==> config.mk <==
export PLATFORM = sky130hd
export DESIGN_NAME = acfg_reg_bank
export DESIGN_NICKNAME = d
export VERILOG_FILES = /design/src/pkg/acfg_pkg.sv /design/src/hw/acfg_sync.sv /design/src/hw/acfg_reg_bank.sv
export VERILOG_INCLUDE_DIRS = /design/src /design/src/pkg
export SDC_FILE = /design/constraint.sdc
export NUM_CORES = 1
export LEC_CHECK = 0
export BUFFER_PORTS_ARGS = -buffer_cell sky130_fd_sc_hd__clkbuf_2
export CAP_MARGIN = 25
export CORE_ASPECT_RATIO = 0.9
export CORE_MARGIN = 3
export CORE_UTILIZATION = 50
export DETAILED_ROUTE_END_ITERATION = 8
export PLACE_DENSITY = 0.75
export SYNTH_ARGS = -nofsm -noshare
export SYNTH_HDL_FRONTEND = slang
export SYNTH_SLANG_ARGS = --single-unit
==> constraint.sdc <==
create_clock -name clk -period 1.7 [get_ports clk]
set_clock_uncertainty 0.05 [all_clocks]
set_input_delay 0.34 -clock clk [delete_from_list [all_inputs] [get_ports clk]]
set_output_delay 0.34 -clock clk [all_outputs]
set_load 0.01 [all_outputs]
==> src/pkg/acfg_defs.svh <==
`ifndef ACFG_DEFS_SVH
`define ACFG_DEFS_SVH

// ****************************************
// register offsets
// ****************************************
`define ACFG_OFF_STATUS 8'h00
`define ACFG_OFF_GLOBAL 8'h01
`define ACFG_OFF_FORMAT 8'h02
`define ACFG_OFF_AVG 8'h03

// ****************************************
// reset values
// ****************************************
`define ACFG_RST_GLOBAL 8'h00
`define ACFG_RST_FORMAT 8'h00
`define ACFG_RST_AVG 8'h00
`define ACFG_RST_BROWNOUT 1'b1

// ****************************************
// field positions
// ****************************************
`define ACFG_GL_CRC 6
`define ACFG_GL_MINMAX 5
`define ACFG_GL_WINDOW 4
`define ACFG_GL_FORCE 2
`define ACFG_GL_TRIM 1
`define ACFG_GL_SOFTRST 0
`define ACFG_ST_ALWAYS1 7
`define ACFG_ST_BROWNOUT 0
`define ACFG_FM_PATTERN 7
`define ACFG_FM_TAG_HI 5
`define ACFG_FM_TAG_LO 4
`define ACFG_FM_MODE_HI 1
`define ACFG_FM_MODE_LO 0
`define ACFG_AV_RATIO_HI 2

// ****************************************
// writable masks, reserved bits stay zero
// ****************************************
`define ACFG_MASK_GLOBAL 8'h76
`define ACFG_MASK_FORMAT 8'hb3
`define ACFG_MASK_AVG 8'h07

// ****************************************
// data path and link constants
// ****************************************
`define ACFG_TEST_CODE 12'ha5a
`define ACFG_FRAME_BITS 5'h18
`define ACFG_DATA_START 5'h10
`define ACFG_OP_READ 8'h10
`define ACFG_OP_WRITE 8'h08

`endif

==> src/pkg/acfg_pkg.sv <==
package acfg_pkg;

    typedef enum logic [1:0] {
        ACFG_TAG_NONE = 2'h0,
        ACFG_TAG_CHANNEL = 2'h1,
        ACFG_TAG_STATUS = 2'h2,
        ACFG_TAG_RESERVED = 2'h3
    } acfg_tag_t;

    typedef logic [1:0] acfg_spi_mode_t;
    typedef logic [2:0] acfg_ratio_t;

endpackage

==> src/hw/acfg_sync.sv <==
`timescale 1ns/100ps

module acfg_sync #(
    parameter int WIDTH = 3
) (
    input wire logic clk,
    input wire logic rst_n,
    input wire logic [WIDTH-1:0] async_in,
    output logic [WIDTH-1:0] sync_out
);
    logic [WIDTH-1:0] meta_reg;

    if (WIDTH < 1) begin : g_width_check
        $error("acfg_sync: WIDTH must be at least 1");
    end

    // first stage feeds only the second stage
    always_ff @(posedge clk) begin
        if (!rst_n) begin
            meta_reg <= '0;
            sync_out <= '0;
        end else begin
            meta_reg <= async_in;
            sync_out <= meta_reg;
        end
    end
endmodule // acfg_sync

==> src/hw/acfg_reg_bank.sv <==
`timescale 1ns/100ps
`include "acfg_defs.svh"

// Behaviour
// - the checksum enable bit turns the link checksum on for output and input, else it is off; the link here has no checksum, the bit only drives crc_enable.
// - setting the minmax tracking bit clears the statistics and then lets them update.
// - while minmax tracking is off the statistics registers do not update.
// - the window compare bit enables the comparator, and when clear holds it in reset.
// - while force analog is set every channel is an analog input.
// - writing one to offset trim starts calibration and the bit clears itself when it ends.
// - writing one to the soft reset bit returns every register to its default.
// - after a soft reset the soft reset bit reads zero and the brownout flag is set.
// - while the test pattern bit is set every data word is the fixed code a5a.
// - tag select one appends the four bit channel number to each data word.
// - tag select two appends four status flag bits to each data word.
// - tag select zero appends nothing and three is reserved.
// - the two mode bits give clock polarity and phase and the host clocks to match.
// - averaging ratio zero averages nothing and code n averages two to the n samples.
// - the brownout flag is set at power up or soft reset and cleared by writing one.
module acfg_reg_bank
    import acfg_pkg::*;
(
    input wire logic clk,
    input wire logic rst_n,
    input wire logic spi_cs_n,
    input wire logic spi_sclk,
    input wire logic spi_mosi,
    output logic spi_miso,
    input wire logic trim_done,
    input wire logic conv_valid,
    input wire logic [11:0] conv_data,
    input wire logic [3:0] conv_channel,
    input wire logic [3:0] conv_status,
    output logic crc_enable,
    output logic minmax_clear,
    output logic minmax_update,
    output logic window_compare_enable,
    output logic window_compare_reset,
    output logic force_analog_all,
    output logic trim_start,
    output acfg_pkg::acfg_spi_mode_t spi_mode,
    output acfg_pkg::acfg_ratio_t averaging_ratio,
    output logic [7:0] average_samples,
    output logic out_valid,
    output logic [15:0] out_word,
    output logic out_tag_valid
);
    import acfg_pkg::*;

    // ****************************************
    // pin synchronisers
    // ****************************************
    logic [2:0] pins_sync;
    logic cs_n_s;
    logic sclk_s;
    logic mosi_s;

    acfg_sync #(.WIDTH(3)) u_sync (
        .clk(clk),
        .rst_n(rst_n),
        .async_in({~spi_cs_n, spi_sclk, spi_mosi}),
        .sync_out(pins_sync)
    );

    // select travels inverted so cleared stages mean deselected, no false frame after reset
    assign cs_n_s = ~pins_sync[2];
    assign sclk_s = pins_sync[1];
    assign mosi_s = pins_sync[0];

    // ****************************************
    // registers
    // ****************************************
    logic [7:0] global_reg;
    logic [7:0] format_reg;
    logic [7:0] avg_reg;
    logic brownout_reg;
    logic soft_rst_reg;
    logic sclk_d_reg;
    logic [4:0] bit_cnt_reg;
    logic [23:0] shift_reg;
    logic [7:0] rd_byte_reg;
    acfg_spi_mode_t frame_mode_reg;

    // ****************************************
    // link edge decode
    // ****************************************
    wire sclk_rise = sclk_s & ~sclk_d_reg;
    wire sclk_fall = ~sclk_s & sclk_d_reg;
    // mode is held for a whole frame so a write to it cannot split a frame
    wire sample_on_rise = frame_mode_reg[1] == frame_mode_reg[0];
    wire sample_edge = ~cs_n_s & (sample_on_rise ? sclk_rise : sclk_fall);
    wire shift_edge = ~cs_n_s & (sample_on_rise ? sclk_fall : sclk_rise);
    wire [23:0] shift_next = {shift_reg[22:0], mosi_s};
    wire frame_done = sample_edge && (bit_cnt_reg == `ACFG_FRAME_BITS - 5'h1);
    wire wr_go = frame_done && (shift_reg[22:15] == `ACFG_OP_WRITE);
    wire [7:0] wr_addr = shift_reg[14:7];
    wire [7:0] wr_data = shift_next[7:0];
    wire addr_ready = sample_edge && (bit_cnt_reg == `ACFG_DATA_START - 5'h1);
    wire [7:0] rd_addr = shift_next[7:0];
    wire rd_op = shift_next[15:8] == `ACFG_OP_READ;
    wire [4:0] out_idx = bit_cnt_reg - `ACFG_DATA_START;

    function automatic logic hit(input logic go, input logic [7:0] a, input logic [7:0] off);
        hit = go && (a == off);
    endfunction

    wire wr_status = hit(wr_go, wr_addr, `ACFG_OFF_STATUS);
    wire wr_global = hit(wr_go, wr_addr, `ACFG_OFF_GLOBAL);
    wire wr_format = hit(wr_go, wr_addr, `ACFG_OFF_FORMAT);
    wire wr_avg = hit(wr_go, wr_addr, `ACFG_OFF_AVG);

    // ****************************************
    // read decode
    // ****************************************
    // reserved read zero
    wire [7:0] status_view = {1'b1, 6'h00, brownout_reg};
    wire [7:0] rd_value =
        (rd_addr == `ACFG_OFF_STATUS) ? status_view :
        (rd_addr == `ACFG_OFF_GLOBAL) ? global_reg :
        (rd_addr == `ACFG_OFF_FORMAT) ? format_reg :
        (rd_addr == `ACFG_OFF_AVG) ? avg_reg : 8'h00;

    // ****************************************
    // configuration next values
    // ****************************************
    logic [7:0] global_next;
    logic trim_set;
    logic minmax_rise;

    assign trim_set = wr_global & wr_data[`ACFG_GL_TRIM];
    always_comb begin
        global_next = global_reg;
        if (wr_global) begin
            global_next = (wr_data & `ACFG_MASK_GLOBAL) | (global_reg & 8'h02);
        end
        // trim self clear, a new start wins
        if (trim_done && !trim_set) begin
            global_next[`ACFG_GL_TRIM] = 1'b0;
        end
    end
    assign minmax_rise = global_next[`ACFG_GL_MINMAX] & ~global_reg[`ACFG_GL_MINMAX];

    // ****************************************
    // register file
    // ****************************************
    // soft reset to defaults
    always_ff @(posedge clk) begin
        if (!rst_n || soft_rst_reg) begin
            global_reg <= `ACFG_RST_GLOBAL;
            format_reg <= `ACFG_RST_FORMAT;
            avg_reg <= `ACFG_RST_AVG;
        end else begin
            global_reg <= global_next;
            if (wr_format) begin
                format_reg <= wr_data & `ACFG_MASK_FORMAT;
            end
            if (wr_avg) begin
                avg_reg <= wr_data & `ACFG_MASK_AVG;
            end
        end
    end

    // soft reset takes effect one cycle after the write frame ends
    always_ff @(posedge clk) begin
        if (!rst_n) begin
            soft_rst_reg <= 1'b0;
        end else begin
            soft_rst_reg <= wr_global & wr_data[`ACFG_GL_SOFTRST];
        end
    end

    always_ff @(posedge clk) begin
        if (!rst_n) begin
            brownout_reg <= `ACFG_RST_BROWNOUT;
        end else if (soft_rst_reg) begin
            brownout_reg <= 1'b1;
        end else if (wr_status && wr_data[`ACFG_ST_BROWNOUT]) begin
            brownout_reg <= 1'b0;
        end
    end

    // ****************************************
    // link shifter
    // ****************************************
    always_ff @(posedge clk) begin
        if (!rst_n) begin
            sclk_d_reg <= 1'b0;
            bit_cnt_reg <= 5'h00;
            shift_reg <= 24'h000000;
            rd_byte_reg <= 8'h00;
            frame_mode_reg <= 2'h0;
            spi_miso <= 1'b0;
        end else begin
            sclk_d_reg <= sclk_s;
            if (cs_n_s) begin
                bit_cnt_reg <= 5'h00;
                frame_mode_reg <= format_reg[`ACFG_FM_MODE_HI:`ACFG_FM_MODE_LO];
                spi_miso <= 1'b0;
            end else begin
                if (sample_edge) begin
                    shift_reg <= shift_next;
                    bit_cnt_reg <= frame_done ? 5'h00 : bit_cnt_reg + 5'h1;
                end
                if (addr_ready) begin
                    rd_byte_reg <= rd_op ? rd_value : 8'h00;
                end
                if (shift_edge && bit_cnt_reg >= `ACFG_DATA_START) begin
                    spi_miso <= rd_byte_reg[3'h7 - out_idx[2:0]];
                end
            end
        end
    end

    // ****************************************
    // control outputs
    // ****************************************
    always_ff @(posedge clk) begin
        if (!rst_n) begin
            crc_enable <= 1'b0;
            minmax_clear <= 1'b0;
            minmax_update <= 1'b0;
            window_compare_enable <= 1'b0;
            window_compare_reset <= 1'b1;
            force_analog_all <= 1'b0;
            trim_start <= 1'b0;
            spi_mode <= 2'h0;
            averaging_ratio <= 3'h0;
            average_samples <= 8'h01;
        end else begin
            crc_enable <= global_reg[`ACFG_GL_CRC];
            minmax_clear <= minmax_rise;
            minmax_update <= global_next[`ACFG_GL_MINMAX] & ~minmax_rise;
            window_compare_enable <= global_reg[`ACFG_GL_WINDOW];
            window_compare_reset <= ~global_reg[`ACFG_GL_WINDOW];
            force_analog_all <= global_reg[`ACFG_GL_FORCE];
            trim_start <= trim_set;
            spi_mode <= format_reg[`ACFG_FM_MODE_HI:`ACFG_FM_MODE_LO];
            averaging_ratio <= avg_reg[`ACFG_AV_RATIO_HI:0];
            average_samples <= 8'h01 << avg_reg[`ACFG_AV_RATIO_HI:0];
        end
    end

    // ****************************************
    // output data formatting
    // ****************************************
    wire [1:0] tag_sel = format_reg[`ACFG_FM_TAG_HI:`ACFG_FM_TAG_LO];
    wire [11:0] data_sel = format_reg[`ACFG_FM_PATTERN] ? `ACFG_TEST_CODE : conv_data;
    // no tag, reserved treated as none
    wire [3:0] tag_bits = (tag_sel == ACFG_TAG_CHANNEL) ? conv_channel :
        (tag_sel == ACFG_TAG_STATUS) ? conv_status : 4'h0;
    wire tag_on = (tag_sel == ACFG_TAG_CHANNEL) || (tag_sel == ACFG_TAG_STATUS);

    always_ff @(posedge clk) begin
        if (!rst_n) begin
            out_valid <= 1'b0;
            out_word <= 16'h0000;
            out_tag_valid <= 1'b0;
        end else begin
            out_valid <= conv_valid;
            if (conv_valid) begin
                out_word <= {data_sel, tag_bits};
                out_tag_valid <= tag_on;
            end
        end
    end
endmodule // acfg_reg_bank

==> summary.txt <==
STA
  • Tcrit/Tclk final: 113%
  • Tmin final: 1.92 ns
  • Least-Margin Pin Slew: 0.389 ns
  • Fin worst setup slack: -0.216 ns
  • Fmax: 522 MHz
  • Setup TNS Final: -1.47 ns
  • Rel. slew slack: 74.0%
  • Final-report setup violation count: 8
  • Final Max Tran Viols: 0
  • Fin. Hold Viols: 0
  • RSZ-0062 raised after global routing: true

Place
  • Hpwl dp: 5760 um
  • Placer Congestion: 0.800
  • Port-buffer cells: 65

Run
  • Total of max-cap violations: 0

Layout
  • Area delta synth->final: 25.9%
  • Layout cell share with drive strength beyond 1: 31.9%
  • # diodes: 0
  • Fin nets: 516
  • Post-layout util: 66.2%
  • Number of flip-flops in the largest register: 23

Route
  • First drt pass iteration count: 4
  • Post-route ant nets: 0
  • DR vias/cell: 5.21
  • Final WL: 8170 um
  • Routed length per instance: 14.0 um
  • Initial DRC Count: 127
  • DRC: 0
  • Detailed-route via count: 3032

Synth
  • Syn Area/Cell: 9.81 sq um
  • Post-synth EDFFs: 0
  • Yosys cell types: 51
  • Syn Nets: 418
  • Post-synthesis cell count: 387
  • #FFs+latches synth: 98
  • Mapped cell area: 3800 sq um
  • Top FF cell, synth: dfxtp_1
  • Async SR Flop Fraction: 0%
  • YS warnings: 0
  • Seq/Total Area, Yosys: 51.7%

Global routing
  • Global-route wire length before repair: 13100 um
  • Global route overflow: 0
  • GRT Total Usage: 18.7%
  • Largest net degree at the start of global routing: 29
  • Vias in the first global route: 2795
  • Initial antenna violation count: 0

Min path
  • Hold path start: spi_cs_n
  • Hold Path Class: in -> reg

Status
  • Failing checks: negative setup slack
  • Outcome: complete, but fails checks

Clocking
  • Clock tree from TritonCTS: done
  • CTS max path bufs: 2
  • Worst-path clk slew: 0.09 ns
  • Hold buffers post-CTS: 0
  • H-tree lvl count: 3
  • CTS root buf: clkbuf_8
  • Num CTS Buffers: 9
  • Clock Sink Count: 98
  • Worst skew pair latency: 0.36 ns

Critical path
  • Arrival @ worst endpoint: 2.17 ns
  • CP Max Fanout: 5
  • Critical path capture point type: register
  • CP startpoint kind: register
  • Worst Path Required: 1.95 ns
  • CP Class: reg -> reg
  • RR Startpoint: shift_reg[17]
  • CP startpoint: shift_reg[17]

Power and ir drop
  • P_leak: 2.03 nW
  • Worst IR Drop VDD: 0.000612 V
  • Pwr dens: 848 nW/um^2
  • Final Power: 4.05 mW

Floorplan
  • IO Pins: 66
  • Die Wd: 97.8 um
  • Core area: 7220 sq um
  • Initial core utilization: 52.6%
  • Full die area: 8670 sq um
  • Die H: 88.7 um
  • Rows: 29
[report_power, final]
| part | leakage [nW] | switching [mW] | internal [mW] |
|---|---|---|---|
| sequential | 0.795 | 0.0171 | 2.33 |
| clock | 0.0950 | 0.798 | 0.720 |
| combinational | 1.14 | 0.0970 | 0.0947 |
| total | 2.03 | 0.912 | 3.14 |
[cells in the final DEF, fill, tap and decap left out, types with 7 or more instances in the layout]
cell type  synthesis  routed
buf_4              0      40
nand2_1           81      81
o211a_1            7       7
inv_1              9       9
nor2b_1           20      20
mux2i_1           19      18
and2_1            12      12
clkbuf_2           0      65
clkbuf_8           0      10
a21oi_1            8       8
dfxtp_1           98      96
a21boi_0          23      21
[per-stage QoR]
| step | instances | cell area [sq um] | setup WS, ns | hold slack, ns |
|---|---|---|---|---|
| after floorplan | 387 | 3800 | -0.117 | 0.341 |
| after global placement | 563 | 4470 | -0.185 | 0.361 |
| after detailed placement | 563 | 4470 | -0.214 | 0.366 |
| after CTS | 579 | 4720 | -0.211 | 0.0612 |
| after global routing | 582 | 4780 | -0.268 | 0.0644 |
| final | 582 | 4780 | -0.216 | 0.0729 |
[cells by family (layout without fill, tap and decap cells)]
family	Yosys count	count (layout)	share of synthesized area, %
AOI/OAI and AO/OA	69	69	14.3
xor gates and xnor gates	2	2	0.659
adders and majority gates	4	4	1.32
buffers and inverters	31	133	3.46
DFF	98	98	51.7
muxes	24	24	6.79
and+or+nand+nor	159	159	21.8
[layout make-up]
type | instances | area, sq um
clock inverter | 5 | 62.6
timing repair buffer | 109 | 679
sequential | 98 | 1960
inverter | 9 | 33.8
fill | 576 | 2440
multi-input combinational | 258 | 1790
tap | 93 | 116
clock buffer | 10 | 138
[worst paths after layout]
check                  endpoint  slack [ns]  cells after the start
min reg2reg  u_sync.sync_out[1]        0.39                      1
max reg2reg       format_reg[4]       -0.22                      5
max               format_reg[4]       -0.22                      5
min          u_sync.meta_reg[2]        0.07                      2
[what timing repair did]
item	4_1_cts	5_1_grt
endpoints found under the hold margin	0	0
gates resized for setup	10	12
setup buffers	1	3
pin swaps	2	4
setup endpoints to repair	24	33
[synthesized netlist by cell type, drive strengths merged (2+ instances only)]
master / count / area, sq um
dfxtp: 98 / 1960
nand2: 81 / 304
a21boi: 24 / 180
nor2b: 20 / 125
mux2i: 19 / 190
clkbuf: 13 / 48.8
and2: 12 / 75.1
buf: 9 / 48.8
inv: 9 / 33.8
a21oi: 8 / 40.0
o211a: 7 / 70.1
o2bb2ai: 7 / 61.3
a22oi: 6 / 45.0
and3: 6 / 37.5
nor2: 6 / 22.5
o221a: 6 / 67.6
nor3b: 5 / 42.5
ha: 4 / 50.1
mux2: 4 / 45.0
nor3: 4 / 20.0
or3: 4 / 25.0
nand3: 3 / 15.0
nor4: 3 / 31.3
o21ai: 3 / 15.0
a21o: 2 / 15.0
and3b: 2 / 17.5
nand2b: 2 / 12.5
nand4: 2 / 12.5
xnor2: 2 / 25.0
[per-layer routing]
| metal | share of wire (%) | track usage [%] | vias to the layer above |
|---|---|---|---|
| met1 | 47 | 24.1 | 1420 |
| met2 | 47 | 31.1 | 72 |
| li1 | - | - | 1531 |
| met5 | 0 | 0 | - |
| met4 | 0.95 | 5.28 | 0 |
| met3 | 5.2 | 4.96 | 9 |
[worst max-delay path, cell delays in order (launching register included)]
cell,delay [ns]
dfxtp_2,0.33
or4b_4,0.53
or3_4,0.35
and4bb_1,0.28
buf_6,0.14
mux2i_1,0.18
(Power assumes the default switching activity.)
